### config.mk
export PLATFORM = sky130hd
export DESIGN_NAME = rsi_interp
export DESIGN_NICKNAME = d
export VERILOG_FILES = /design/src/hw/rsi_pkg.sv /design/src/hw/rsi_fifo.sv /design/src/hw/rsi_interp.sv
export SDC_FILE = /design/constraint.sdc
export NUM_CORES = 1
export LEC_CHECK = 0
export BUFFER_PORTS_ARGS = -buffer_cell sky130_fd_sc_hd__buf_2
export CAP_MARGIN = 10
export CORE_UTILIZATION = 45
export DETAILED_ROUTE_END_ITERATION = 7
export GPL_TIMING_DRIVEN = 0
export PLACE_DENSITY = 0.68
export REMOVE_ABC_BUFFERS = 1
export SLEW_MARGIN = 20
export SYNTH_ARGS = -nofsm -noshare
export SYNTH_HDL_FRONTEND = slang
export SYNTH_SLANG_ARGS = --single-unit
### constraint.sdc
create_clock -name sys_clk -period 2.8 [get_ports sys_clk]
set_input_delay 0.14 -clock sys_clk [delete_from_list [all_inputs] [get_ports sys_clk]]
set_output_delay 0.14 -clock sys_clk [all_outputs]
set_load 0.02 [all_outputs]
### src/hw/rsi_pkg.sv
/*
  Shared constants of the remote state string interpreter: command codes,
  string lengths, character classes, state and string-kind enumerations.
  Assumes command codes arrive as two ASCII characters, first one first.
*/
package rsi_pkg;

  // ----------------------------------------------------------------------
  // Command codes, two ASCII characters each.
  // ----------------------------------------------------------------------
  localparam logic [15:0] RSI_FULL_DUMP_CMD    = 16'h4F4C;
  localparam logic [15:0] RSI_FULL_LOAD_CMD    = 16'h494C;
  localparam logic [15:0] RSI_COMPACT_DUMP_CMD = 16'h4F58;
  localparam logic [15:0] RSI_COMPACT_LOAD_CMD = 16'h4958;
  localparam logic [15:0] RSI_MODE_DUMP_CMD    = 16'h4F4D;
  localparam logic [15:0] RSI_PARAM_DUMP_CMD   = 16'h4F50;
  localparam logic [15:0] RSI_ACTIVE_DUMP_CMD  = 16'h4F41;
  localparam logic [15:0] RSI_TRIGGER_CMD      = 16'h4E54;

  // ----------------------------------------------------------------------
  // Single characters of the compact load mode; all but the two terminator second characters are looked at.
  // ----------------------------------------------------------------------
  localparam logic [7:0] RSI_TERM_FIRST_CH  = 8'h4D;
  localparam logic [7:0] RSI_TERM_ZERO_CH   = 8'h30;
  localparam logic [7:0] RSI_TERM_LETTER_CH = 8'h4F;
  localparam logic [7:0] RSI_TRIG_FIRST_CH  = 8'h4E;
  localparam logic [7:0] RSI_TRIG_SECOND_CH = 8'h54;
  localparam logic [7:0] RSI_DIGIT_LO_CH    = 8'h30;
  localparam logic [7:0] RSI_DIGIT_HI_CH    = 8'h39;
  localparam logic [7:0] RSI_HEX_LO_CH      = 8'h41;
  localparam logic [7:0] RSI_HEX_HI_CH      = 8'h46;

  // ----------------------------------------------------------------------
  // String lengths in bytes, and the last byte index of a compact load word.
  // ----------------------------------------------------------------------
  localparam logic [6:0] RSI_FULL_LEN    = 7'h5A;
  localparam logic [6:0] RSI_COMPACT_LEN = 7'h08;
  localparam logic [6:0] RSI_MODE_LEN    = 7'h08;
  localparam logic [6:0] RSI_PARAM_LEN   = 7'h04;
  localparam logic [2:0] RSI_CL_LAST     = 3'h7;

  // ----------------------------------------------------------------------
  // Enumerations.
  // ----------------------------------------------------------------------
  typedef enum logic [3:0] {
    RSI_S_CMD1  = 4'h0,
    RSI_S_CMD2  = 4'h1,
    RSI_S_PARAM = 4'h2,
    RSI_S_FLOAD = 4'h3,
    RSI_S_CLOAD = 4'h4,
    RSI_S_CTRIG = 4'h5,
    RSI_S_CTERM = 4'h6,
    RSI_S_DUMP  = 4'h7
  } rsi_state_t;

  typedef enum logic [1:0] {
    RSI_K_FULL    = 2'h0,
    RSI_K_COMPACT = 2'h1,
    RSI_K_MODE    = 2'h2,
    RSI_K_PARAM   = 2'h3
  } rsi_kind_t;

endpackage

### src/hw/rsi_fifo.sv
/*
  Shift-register FIFO with valid and ready on both sides; the head entry
  and the output valid are flip-flops.
  Assumes one clock and an asynchronous active-low reset.
*/
`timescale 1ns/1ps
`default_nettype none
module rsi_fifo #(
  parameter int W = 8,
  parameter int D = 8
) (
  input  wire logic         sys_clk,
  input  wire logic         resetn,
  input  wire logic         in_valid,
  output logic              in_ready,
  input  wire logic [W-1:0] in_data,
  output logic              out_valid,
  input  wire logic         out_ready,
  output logic [W-1:0]      out_data
);

  localparam int CW = $clog2(D + 1);
  localparam logic [CW-1:0] FULL_CNT = CW'(D);

  logic [W-1:0]  mem_r   [D];
  logic [W-1:0]  mem_nxt [D];
  logic [CW-1:0] cnt_r;
  logic [CW-1:0] cnt_nxt;
  logic [CW-1:0] wr_idx;
  logic          vld_r;
  logic          push;
  logic          pop;

  // Handshakes; a full FIFO stalls the source.
  assign in_ready  = (cnt_r != FULL_CNT);
  assign push      = in_valid && in_ready;
  assign pop       = vld_r && out_ready;
  assign wr_idx    = pop ? cnt_r - CW'(1) : cnt_r;
  assign cnt_nxt   = cnt_r + CW'(push) - CW'(pop);
  assign out_valid = vld_r;
  assign out_data  = mem_r[0];

  // Each entry shifts down on a pop and takes new data at the tail.
  genvar g;
  generate
    for (g = 0; g < D; g++) begin : g_ent
      always_comb begin
        mem_nxt[g] = mem_r[g];
        if (pop && (g + 1 < D)) begin
          mem_nxt[g] = mem_r[(g + 1 < D) ? g + 1 : g];
        end
        if (push && (wr_idx == CW'(g))) begin
          mem_nxt[g] = in_data;
        end
      end
      always_ff @(posedge sys_clk or negedge resetn) begin
        if (!resetn) begin
          mem_r[g] <= '0;
        end else begin
          mem_r[g] <= mem_nxt[g];
        end
      end
    end
  endgenerate

  // Fill level and output valid.
  always_ff @(posedge sys_clk or negedge resetn) begin
    if (!resetn) begin
      cnt_r <= '0;
      vld_r <= 1'b0;
    end else begin
      cnt_r <= cnt_nxt;
      vld_r <= (cnt_nxt != '0);
    end
  end

endmodule
`default_nettype wire

### src/hw/rsi_interp.sv
/*
  Remote state string interpreter: decodes two-character commands from the
  remote controller, emits state strings through an 8-word FIFO and loads
  full or compact snapshots into the instrument.
  Assumes the controller stream, the state store and the tx sink all run
  on sys_clk; the state store answers a read on the cycle after st_rd.
*/
`timescale 1ns/1ps
`default_nettype none
module rsi_interp
  import rsi_pkg::*;
#(
  parameter int PW = 8
) (
  input  wire logic          sys_clk,
  input  wire logic          resetn,
  input  wire logic          rx_valid,
  output logic               rx_ready,
  input  wire logic [7:0]    rx_data,
  output logic               tx_valid,
  input  wire logic          tx_ready,
  output logic [7:0]         tx_data,
  output logic               st_rd,
  output logic               st_we,
  output logic [6:0]         st_addr,
  output logic [7:0]         st_wdata,
  input  wire logic [7:0]    st_rdata,
  output logic               full_restore,
  input  wire logic [63:0]   cw_snapshot,
  input  wire logic [63:0]   mode_flags,
  output logic [PW-1:0]      param_sel,
  input  wire logic [PW-1:0] active_param_idx,
  input  wire logic [31:0]   param_value,
  output logic               dac_load,
  output logic [63:0]        dac_data,
  output logic               display_blank,
  output logic               trig_pulse,
  output logic               cmd_fwd_valid,
  output logic [15:0]        cmd_fwd_code
);

  // ----------------------------------------------------------------------
  // State.
  // ----------------------------------------------------------------------
  rsi_state_t      state_r, state_nxt;
  rsi_kind_t       kind_r, kind_nxt;
  logic [7:0]      first_r, first_nxt;
  logic [6:0]      idx_r, idx_nxt;
  logic [1:0]      ph_r, ph_nxt;
  logic [7:0]      hold_r, hold_nxt;
  logic [2:0]      ccnt_r, ccnt_nxt;
  logic [55:0]     csh_r, csh_nxt;
  logic            rdy_r, rdy_nxt;
  logic            rd_r, rd_nxt, we_r, we_nxt, rst_r, rst_nxt;
  logic [6:0]      addr_r, addr_nxt;
  logic [7:0]      wdat_r, wdat_nxt;
  logic [PW-1:0]   psel_r, psel_nxt;
  logic            dld_r, dld_nxt, blank_r, blank_nxt;
  logic [63:0]     ddat_r, ddat_nxt;
  logic            trig_r, trig_nxt, fwd_r, fwd_nxt;
  logic [15:0]     fcode_r, fcode_nxt;
  logic            push;
  logic            fifo_in_ready;
  logic            accept;
  logic            is_hex;
  logic [15:0]     code;
  logic [6:0]      len;

  assign accept = rx_valid && rdy_r;
  assign code   = {first_r, rx_data};
  assign is_hex = ((rx_data >= RSI_DIGIT_LO_CH)
                && (rx_data <= RSI_DIGIT_HI_CH))
               || ((rx_data >= RSI_HEX_LO_CH) && (rx_data <= RSI_HEX_HI_CH));
  assign push   = (state_r == RSI_S_DUMP) && (ph_r == 2'h2) && fifo_in_ready;

  // Length of the string being dumped.
  always_comb begin
    case (kind_r)
      RSI_K_FULL:    len = RSI_FULL_LEN;
      RSI_K_COMPACT: len = RSI_COMPACT_LEN;
      RSI_K_MODE:    len = RSI_MODE_LEN;
      default:       len = RSI_PARAM_LEN;
    endcase
  end

  // ----------------------------------------------------------------------
  // Command decoder and string engine.
  // ----------------------------------------------------------------------
  // Next-state logic; pulses default low and hold values stay put.
  always_comb begin
    state_nxt = state_r;
    kind_nxt  = kind_r;
    first_nxt = first_r;
    idx_nxt   = idx_r;
    ph_nxt    = ph_r;
    hold_nxt  = hold_r;
    ccnt_nxt  = ccnt_r;
    csh_nxt   = csh_r;
    rd_nxt    = 1'b0;
    we_nxt    = 1'b0;
    rst_nxt   = 1'b0;
    addr_nxt  = addr_r;
    wdat_nxt  = wdat_r;
    psel_nxt  = psel_r;
    dld_nxt   = 1'b0;
    ddat_nxt  = ddat_r;
    blank_nxt = blank_r;
    trig_nxt  = 1'b0;
    fwd_nxt   = 1'b0;
    fcode_nxt = fcode_r;
    case (state_r)
      RSI_S_CMD1: begin
        if (accept) begin
          first_nxt = rx_data;
          state_nxt = RSI_S_CMD2;
        end
      end
      RSI_S_CMD2: begin
        if (accept) begin
          idx_nxt   = '0;
          ph_nxt    = 2'h0;
          state_nxt = RSI_S_DUMP;
          if (code == RSI_FULL_DUMP_CMD) begin
            kind_nxt = RSI_K_FULL;
          end else if (code == RSI_COMPACT_DUMP_CMD) begin
            kind_nxt = RSI_K_COMPACT;
          end else if (code == RSI_MODE_DUMP_CMD) begin
            kind_nxt = RSI_K_MODE;
          end else if (code == RSI_ACTIVE_DUMP_CMD) begin
            kind_nxt = RSI_K_PARAM;
            psel_nxt = active_param_idx;
          end else if (code == RSI_PARAM_DUMP_CMD) begin
            state_nxt = RSI_S_PARAM;
          end else if (code == RSI_FULL_LOAD_CMD) begin
            state_nxt = RSI_S_FLOAD;
          end else if (code == RSI_COMPACT_LOAD_CMD) begin
            blank_nxt = 1'b1;
            ccnt_nxt  = '0;
            state_nxt = RSI_S_CLOAD;
          end else if (code == RSI_TRIGGER_CMD) begin
            trig_nxt  = 1'b1;
            state_nxt = RSI_S_CMD1;
          end else begin
            // Any other code goes to the instrument and restores displays.
            fwd_nxt   = 1'b1;
            fcode_nxt = code;
            blank_nxt = 1'b0;
            state_nxt = RSI_S_CMD1;
          end
        end
      end
      RSI_S_PARAM: begin
        if (accept) begin
          psel_nxt  = rx_data[PW-1:0];
          kind_nxt  = RSI_K_PARAM;
          state_nxt = RSI_S_DUMP;
        end
      end
      RSI_S_FLOAD: begin
        if (accept) begin
          we_nxt   = 1'b1;
          addr_nxt = idx_r;
          wdat_nxt = rx_data;
          if (idx_r == RSI_FULL_LEN - 7'h01) begin
            rst_nxt   = 1'b1;
            state_nxt = RSI_S_CMD1;
          end else begin
            idx_nxt = idx_r + 7'h01;
          end
        end
      end
      RSI_S_CLOAD: begin
        if (accept) begin
          if (is_hex) begin
            csh_nxt = {csh_r[47:0], rx_data};
            if (ccnt_r == RSI_CL_LAST) begin
              dld_nxt  = 1'b1;
              ddat_nxt = {csh_r, rx_data};
              ccnt_nxt = '0;
            end else begin
              ccnt_nxt = ccnt_r + 3'h1;
            end
          end else if (rx_data == RSI_TRIG_FIRST_CH) begin
            state_nxt = RSI_S_CTRIG;
          end else if (rx_data == RSI_TERM_FIRST_CH) begin
            state_nxt = RSI_S_CTERM;
          end else begin
            // Leaving the mode; the byte opens a normal code.
            first_nxt = rx_data;
            state_nxt = RSI_S_CMD2;
          end
        end
      end
      RSI_S_CTRIG: begin
        if (accept) begin
          if (rx_data == RSI_TRIG_SECOND_CH) begin
            trig_nxt  = 1'b1;
            state_nxt = RSI_S_CLOAD;
          end else begin
            state_nxt = RSI_S_CMD1;
          end
        end
      end
      RSI_S_CTERM: begin
        // Terminator second character is the digit or the letter; both end
        // the mode, and displays stay blank until a normal code arrives.
        if (accept) begin
          state_nxt = RSI_S_CMD1;
        end
      end
      RSI_S_DUMP: begin
        case (ph_r)
          2'h0: begin
            rd_nxt   = (kind_r == RSI_K_FULL);
            addr_nxt = idx_r;
            ph_nxt   = 2'h1;
          end
          2'h1: begin
            ph_nxt = 2'h2;
            case (kind_r)
              RSI_K_FULL:    ph_nxt   = 2'h3;
              RSI_K_COMPACT: hold_nxt = cw_snapshot[8*(7-idx_r[2:0]) +: 8];
              RSI_K_MODE:    hold_nxt = mode_flags[8*(7-idx_r[2:0]) +: 8];
              default:       hold_nxt = param_value[8*(3-idx_r[1:0]) +: 8];
            endcase
          end
          2'h3: begin
            // The store answers only in the cycle after the read strobe.
            hold_nxt = st_rdata;
            ph_nxt   = 2'h2;
          end
          default: begin
            if (push) begin
              ph_nxt = 2'h0;
              if (idx_r == len - 7'h01) begin
                state_nxt = RSI_S_CMD1;
              end else begin
                idx_nxt = idx_r + 7'h01;
              end
            end
          end
        endcase
      end
      default: state_nxt = RSI_S_CMD1;
    endcase
    rdy_nxt = (state_nxt != RSI_S_DUMP);
  end

  // Registers of the decoder and string engine.
  always_ff @(posedge sys_clk or negedge resetn) begin
    if (!resetn) begin
      state_r <= RSI_S_CMD1;
      kind_r  <= RSI_K_FULL;
      first_r <= '0;
      idx_r   <= '0;
      ph_r    <= '0;
      hold_r  <= '0;
      ccnt_r  <= '0;
      csh_r   <= '0;
      rdy_r   <= 1'b0;
      rd_r    <= 1'b0;
      we_r    <= 1'b0;
      rst_r   <= 1'b0;
      addr_r  <= '0;
      wdat_r  <= '0;
      psel_r  <= '0;
      dld_r   <= 1'b0;
      ddat_r  <= '0;
      blank_r <= 1'b0;
      trig_r  <= 1'b0;
      fwd_r   <= 1'b0;
      fcode_r <= '0;
    end else begin
      state_r <= state_nxt;
      kind_r  <= kind_nxt;
      first_r <= first_nxt;
      idx_r   <= idx_nxt;
      ph_r    <= ph_nxt;
      hold_r  <= hold_nxt;
      ccnt_r  <= ccnt_nxt;
      csh_r   <= csh_nxt;
      rdy_r   <= rdy_nxt;
      rd_r    <= rd_nxt;
      we_r    <= we_nxt;
      rst_r   <= rst_nxt;
      addr_r  <= addr_nxt;
      wdat_r  <= wdat_nxt;
      psel_r  <= psel_nxt;
      dld_r   <= dld_nxt;
      ddat_r  <= ddat_nxt;
      blank_r <= blank_nxt;
      trig_r  <= trig_nxt;
      fwd_r   <= fwd_nxt;
      fcode_r <= fcode_nxt;
    end
  end

  // Outputs straight from the registers above.
  assign rx_ready      = rdy_r;
  assign st_rd         = rd_r;
  assign st_we         = we_r;
  assign st_addr       = addr_r;
  assign st_wdata      = wdat_r;
  assign full_restore  = rst_r;
  assign param_sel     = psel_r;
  assign dac_load      = dld_r;
  assign dac_data      = ddat_r;
  assign display_blank = blank_r;
  assign trig_pulse    = trig_r;
  assign cmd_fwd_valid = fwd_r;
  assign cmd_fwd_code  = fcode_r;

  // ----------------------------------------------------------------------
  // Transmit FIFO; a stalled sink holds the string engine in phase two.
  // ----------------------------------------------------------------------
  rsi_fifo #(.W(8), .D(8)) u_fifo (
    .sys_clk   (sys_clk),
    .resetn    (resetn),
    .in_valid  (push),
    .in_ready  (fifo_in_ready),
    .in_data   (hold_r),
    .out_valid (tx_valid),
    .out_ready (tx_ready),
    .out_data  (tx_data)
  );

  // ----------------------------------------------------------------------
  // Checks.
  // ----------------------------------------------------------------------
  // Counts pushes of the current dump and writes of the current full load.
  logic [6:0] pcnt_q, wcnt_q;
  always_ff @(posedge sys_clk or negedge resetn) begin
    if (!resetn) begin
      pcnt_q <= '0;
      wcnt_q <= '0;
    end else begin
      pcnt_q <= (state_r != RSI_S_DUMP) ? 7'h00 : pcnt_q + 7'(push);
      wcnt_q <= rst_r ? 7'h00 : wcnt_q + 7'(we_r);
    end
  end

  property p_full_len;
    @(posedge sys_clk) disable iff (!resetn)
    (push && state_nxt == RSI_S_CMD1 && kind_r == RSI_K_FULL)
      |-> (pcnt_q == RSI_FULL_LEN - 7'h01);
  endproperty
  a_full_len: assert property (p_full_len)
    else $error("Full dump length is not ninety.");

  property p_cw_len;
    @(posedge sys_clk) disable iff (!resetn)
    (push && state_nxt == RSI_S_CMD1 && kind_r != RSI_K_FULL)
      |-> (pcnt_q == len - 7'h01) && (len <= RSI_MODE_LEN);
  endproperty
  a_cw_len: assert property (p_cw_len)
    else $error("Short dump length is wrong.");

  property p_restore;
    @(posedge sys_clk) disable iff (!resetn)
    full_restore |-> we_r && (wcnt_q == RSI_FULL_LEN - 7'h01);
  endproperty
  a_restore: assert property (p_restore)
    else $error("Restore without a complete full snapshot.");

  property p_blank;
    @(posedge sys_clk) disable iff (!resetn)
    (state_r == RSI_S_CLOAD) |-> display_blank;
  endproperty
  a_blank: assert property (p_blank)
    else $error("Displays not blanked in compact load.");

  property p_hex_stays;
    @(posedge sys_clk) disable iff (!resetn)
    (state_r == RSI_S_CLOAD && accept && is_hex) |=> state_r == RSI_S_CLOAD;
  endproperty
  a_hex_stays: assert property (p_hex_stays)
    else $error("Hex data left compact load.");

  property p_trig;
    @(posedge sys_clk) disable iff (!resetn)
    (state_r == RSI_S_CTRIG && accept && rx_data == RSI_TRIG_SECOND_CH)
      |=> trig_pulse && state_r == RSI_S_CLOAD ##1 !trig_pulse;
  endproperty
  a_trig: assert property (p_trig)
    else $error("Trigger not executed in compact load.");

  property p_dac;
    @(posedge sys_clk) disable iff (!resetn)
    dac_load |-> $past(state_r) == RSI_S_CLOAD && $past(ccnt_r) == RSI_CL_LAST;
  endproperty
  a_dac: assert property (p_dac)
    else $error("Converter preload before eight bytes.");

  property p_active;
    @(posedge sys_clk) disable iff (!resetn)
    (state_r == RSI_S_CMD2 && accept && code == RSI_ACTIVE_DUMP_CMD)
      |=> param_sel == $past(active_param_idx) && kind_r == RSI_K_PARAM;
  endproperty
  a_active: assert property (p_active)
    else $error("Active parameter not selected.");

  property p_named;
    @(posedge sys_clk) disable iff (!resetn)
    (state_r == RSI_S_PARAM && accept)
      |=> param_sel == $past(rx_data[PW-1:0]) ##[1:3] (ph_r == 2'h2);
  endproperty
  a_named: assert property (p_named)
    else $error("Named parameter not selected.");

endmodule
`default_nettype wire

---- Word-level counts from Yosys, hierarchy flattened ----
Cells that the tools add are included.
word-level totals
  bits of input ports ..................... 188
  output and inout port bits .............. 120
  word-level logic and storage cells ...... 287
  register bits after elaboration ......... 270
cells by class
  mux-type cells .......................... 122
  add/sub/neg operators ................... 8
  reductions and logical operators ........ 50
  $lt $le $gt $ge ......................... 4
  equality and inequality tests ........... 61
  bitwise operators ....................... 8
  shift operators ......................... 3
operators by type and width
  kind                                                   count
  two-way mux 8 bit                                      24
  equality test 16 x 15 -> 1 bit, second input constant  8
  variable part select 64 x 33 -> 8 bit                  2
  two-way mux 3 bit                                      21
  two-way mux 7 bit                                      8
  two-way mux 4 bit                                      13
  one-hot mux 8 bit (2 select lines)                     3
  != test 2 bit, second input constant                   22
  two-way mux 1 bit                                      35
  variable part select 32 x 33 -> 8 bit                  1
  equality test 4 x 3 -> 1 bit, second input constant    8
  one-hot mux 4 bit (8 select lines)                     1
  one-hot mux 7 bit (2 select lines)                     2
  nonzero test 2 bit                                     13
  equality test 8 x 7 -> 1 bit, second input constant    3
  one-hot mux 8 bit (3 select lines)                     1
  one-hot mux 7 bit (3 select lines)                     1
  equality test 4 x 2 -> 1 bit, second input constant    4
  two-way mux 2 bit                                      8
  logical AND 1 bit                                      15
  AND reduction 7 bit                                    2
  AND reduction 3 bit                                    4
  AND reduction 11 bit                                   1
  AND reduction 10 bit                                   1
  other kinds (39)                                       55

---- Depth between registers and ports, before layout ----
  word-level depth ........................ 11
  mapped depth ............................ 11
  depth with buffers taken out ............ 11

---- Cells and area by module ----
From an unflattened synthesis, not the netlist that was laid out.
unflattened totals
  cell total of the unflattened synthesis .. 979
  area, all modules ....................... 13623.1 um2
modules (own cells, without submodules)
  module      cells an instance  times used  area each (um2)  seq. area each (um2)
  rsi_interp  729                1           9985.8           5029.8
  rsi_fifo    250                1           3637.2           1726.7

---- Worst setup path before layout ----
OpenSTA, ideal clock, no wires.
  path kind ............................... reg-to-reg
  start ................................... register u_fifo.vld_r (netlist: u_fifo.out_valid)
  end ..................................... register u_fifo.vld_r (netlist: u_fifo.out_valid)
  data required time ...................... 2.661 ns
  buffers on the path ..................... 1
  setup slack ............................. 0.045 ns
  data arrival time ....................... 2.617 ns
  setup time .............................. 0.139 ns
  period minus slack after synthesis ...... 2.755 ns
  stages on the path, launching flop included .. 11
  path through ............................ dfrtp_1 -> nand2_1 -> inv_2 -> clkbuf_1 -> ha_1 -> inv_1 -> ha_1 -> inv_1 -> fa_1 -> inv_1 -> or4_1
on the way
  word-level cells in the longest chain between the ends .. 3
ends and longest elaborated chain
  element                    line            source
  start, declared            rsi_fifo.sv:30  logic vld_r;
  start signal, assigned     rsi_fifo.sv:73  vld_r <= (cnt_nxt != '0);
  logical AND 1 bit          rsi_fifo.sv:37  assign pop = vld_r && out_ready;
  subtractor 4 x 1 -> 4 bit  rsi_fifo.sv:39  assign cnt_nxt = cnt_r + CW'(push) - CW'(pop);
  via u_fifo.cnt_nxt[1]      rsi_fifo.sv:28  logic [CW-1:0] cnt_nxt;
  nonzero test 4 bit         rsi_fifo.sv:73
The timed path passes the listed nets, and every way through them passes these cells.
A chain may end at the register's enable or synchronous reset.

---- Worst setup path after layout ----
  start ................................... register state_r[3]
  end ..................................... register u_fifo.vld_r (netlist: u_fifo.out_valid)
on the way
  word-level cells in the longest chain between the ends .. 7
ends and longest elaborated chain
  element                          line               source
  start, declared                  rsi_interp.sv:45   rsi_state_t state_r, state_nxt;
  start signal, assigned           rsi_interp.sv:274  state_r <= state_nxt;
  equality test 4 x 3 -> 1 bit     rsi_interp.sv:74   assign push = (state_r == RSI_S_DUMP) && (ph_r == 2'h2) && fifo_in_ready;
  logical AND 1 bit (2 in series)  rsi_interp.sv:74
  logical AND 1 bit                rsi_fifo.sv:36     assign push = in_valid && in_ready;
  adder 4 x 1 -> 4 bit             rsi_fifo.sv:39
  subtractor 4 x 1 -> 4 bit        rsi_fifo.sv:39
  via u_fifo.cnt_nxt[1]            rsi_fifo.sv:28
  nonzero test 4 bit               rsi_fifo.sv:73
The timed path passes the listed nets, and every way through them passes these cells.

==> results_dict.tcl <==
set metrics [dict create \
    status "completed" \
    min_path_type "in2reg" \
    p_int_w 0.00680 \
    power_frac_clock_pct 38.9 \
    area_growth_syn_to_layout_pct 23.2 \
    relSlewSlack_pct 45.8 \
    synth-edff-count 0 \
    sequentialPowerShare_pct 45.6 \
    ys_ff_latch 270 \
    dieArea_um2 30600 \
    crit_path_start_kind "flop" \
    p_sw_w 0.00249 \
    first_iter_violations 733 \
    power.leakage_nw 8.60 \
    pwr-share-comb_pct 15.5 \
    power_density_nw_per_um2 560 \
    cts_root_buffer "clkbuf_16" \
    fill_cells 2535 \
    avgSynthCellArea_um2 11.0 \
    drive_above_1_share_pct 40.4 \
    cp_data_arrival_time_ps 3140 \
    syn_inst 1219 \
    yosys_most_used_dff "dfrtp_1" \
    multi_input_area_um2 6390 \
    hold_violations 0 \
    setup_viol 0 \
    design_area_um2 16600 \
    vias_per_cell 5.38 \
    rsz0062_at_grt "true" \
    tightest_slew_ps 812 \
    clk_pin_slew_worst_paths_ps 60 \
    regToRegSetupSlack_ps 70 \
    antenna_cells 0 \
    grt_pass1_vias 10295 \
    tns_ps 0 \
    fin_util_pct 57.0 \
    cts_tree "built" \
    r2r_start "state_r[3]" \
    yosysWarnings 0 \
    syn-cell-area_um2 13500 \
    clock_latency_ps 550 \
    dpl_cell_area_um2 15300 \
    async_flop_share_pct 100 \
    grt_pass1_wl_mm 55.1 \
    r2r_end "u_fifo.out_valid" \
    cts_buffer_depth 3 \
    end_kind "flop" \
    grt_use_total_pct 22.1 \
    io-pin-count 308 \
    grt_max_degree 97 \
    setup_ws_ps 74.6 \
    whs_ps 30.3 \
    ir_worst_vdd_v 0.000484 \
    period_minus_slack_ps 2730 \
    via_count 10260 \
    max_freq_mhz 367 \
    rr_worst_depth 8 \
    ys_types 76 \
    yosysTopAreaCell "dfrtp_1" \
    core_area_um2 29100 \
    fin_skew_ps 17.8 \
    seqCellArea_um2 6760 \
    period_share_pct 97.3 \
    die_w_um 175 \
    wl_mm 34.0 \
    gp_congestion 0.882 \
    cts.sinks 270 \
    synth_top_area_share_pct 50.2 \
    worstSetupStartpoint "state_r[3]" \
    drc 0 \
    nets 1707 \
    die_y_um 175 \
    crit_end "u_fifo.out_valid" \
    sw_frac_of_total_pct 26.8 \
    io_buffers 307 \
    num_rows 62 \
    ys_seq_area_share_pct 50.2 \
    drv_slew 0 \
    dp_slack_ps -1160 \
    cp_max_fo 17 \
    wl_per_cell_um 17.9 \
    hpwl_mm 22.8 \
    antenna_found_initial 1 \
    critPathRequiredTime_ps 3210 \
    grt_overflow 0 \
    detail-route-antenna-nets 0 \
    max_cap_violations 0 \
    numCtsBuffers 29 \
    start_util_pct 46.3 \
    synth_area_leaders "dfrtp_1 50%, mux2_2 13%, nand2_1 10%" \
    first_pass_iters 5 \
    worstSetupPathType "reg2reg" \
    htreeDepth 1 \
]
==> per-layer routing <==
| metal | share of wire [%] | vias to the layer above | track usage, % |
|---|---|---|---|
| met3 | 4.6 | 66 | 3.35 |
| met4 | 2.4 | 2 | 5.76 |
| met1 | 45 | 5091 | 31.0 |
| met5 | 0.047 | - | 0 |
| met2 | 48 | 292 | 36.0 |
| li1 | - | 4809 | - |
==> power by group through the flow <==
stage / Clock, W / Combinational [W] / Sequential [W]
6_report: 0.00361 / 0.00144 / 0.00423
2_1_floorplan: 0 / 0.000675 / 0.00439
3_5_place_dp: 0 / 0.00136 / 0.00430
4_1_cts: 0.00371 / 0.00144 / 0.00423
3_3_place_gp: 0 / 0.00130 / 0.00429
5_1_grt: 0.00387 / 0.00159 / 0.00426
==> per-stage QoR <==
stage                     std cells  total power (W)
after global routing           1906          0.00971
after floorplan                1134          0.00506
after global placement         1825          0.00559
after CTS                      1902          0.00938
final                          1906          0.00929
after detailed placement       1831          0.00565
==> critical path, cell delays in order (launching register included) <==
cell and delay (ps):
dfrtp_2 520, and2b_4 360, nand3_4 210, nor2_2 180, ha_2 190, inv_1 50, fa_1 490, inv_1 50
or4_4 550
==> cells by family (layout without fill, tap and decap cells) <==
kind of cell,count (synthesis),in the layout,share of synthesized area [%]
buffers and inverters,99,401,3.49
DFF,270,270,50.2
other,1,1,0.0279
muxes,232,232,23.3
adders and majority gates,15,15,1.45
AOI/OAI and AO/OA,93,93,4.70
xor gates and xnor gates,4,4,0.260
and+or+nand+nor,505,506,16.5
==> layout make-up <==
class | instances | share of cell area, %
inverters | 14 | 0.438
repair buffers | 338 | 11.9
well taps | 384 | 2.90
flip-flops and latches | 270 | 40.8
clock inverters | 6 | 0.317
multi-input cells | 851 | 38.6
clock buffers | 43 | 5.12
==> synth_stat cells, types with 4 or more instances <==
master,number
mux2_4,9
nor2_1,18
nand2b_1,11
nor4bb_1,4
buf_2,23
nand3_1,23
nor3_1,13
nor2b_1,5
a211oi_1,4
dfrtp_1,270
buf_4,8
a31oi_1,7
nand4_1,6
mux4_2,46
buf_1,9
nand2_1,375
mux2_2,157
o21ai_0,28
clkbuf_1,41
a21oi_1,20
ha_1,14
or3_1,8
mux2i_1,20
and3_1,4
nor4_1,7
o31ai_1,5
and2_1,8
inv_1,13
==> worst min-delay path by stage <==
stage	slack, ps	depth (start not counted)	end	startpoint
global placement	460	2	csh_r[50]	csh_r[50]
finish	30	5	hold_r[6]	st_rdata[6]
floorplan	-160	0	ccnt_r[0]	resetn
CTS	6	3	csh_r[2]	rx_data[2]
global route	50	2	u_fifo.mem_r[49]	resetn
detailed placement	20	1	u_fifo.out_data[1]	resetn
==> state kept, by name (all words and copies together) (netlist names), 8 cells and up <==
| name | cells |
|---|---|
| cmd_fwd_code | 16 |
| csh_r | 56 |
| dac_data | 64 |
| first_r | 8 |
| hold_r | 8 |
| param_sel | 8 |
| st_wdata | 8 |
| u_fifo.mem_r | 56 |
| u_fifo.out_data | 8 |
==> what timing repair did <==
item / in CTS / in global routing
pin swaps: 1 / 3
buffers inserted: 2 / 3
hold buffers: 20 / 0
resized for setup: 23 / 10
cloned: 0 / 1
endpoints found under the setup margin: 107 / 65
endpoints found under the hold margin: 194 / 0
==> cells in the final DEF (no fill, tap or decap), types with 5 or more instances in the layout <==
cell type and n:
nand2_1 371, nor2_1 17, dlygate4sd3_1 20, mux2i_1 20, mux4_2 46, nand3_1 22
a31oi_1 7, ha_1 10, mux2_2 157, buf_2 306, clkbuf_8 7, buf_12 5
clkbuf_1 7, and2_1 7, o31ai_1 5, nor4_1 7, inv_1 11, mux2_4 9
nor3_1 11, nand2b_1 10, dfrtp_1 265, a21oi_1 20, clkbuf_16 29, dfrtp_2 5
nand4_1 6, or3_1 8, o21ai_0 28
Note: power is estimated with default switching activity, not from simulation.
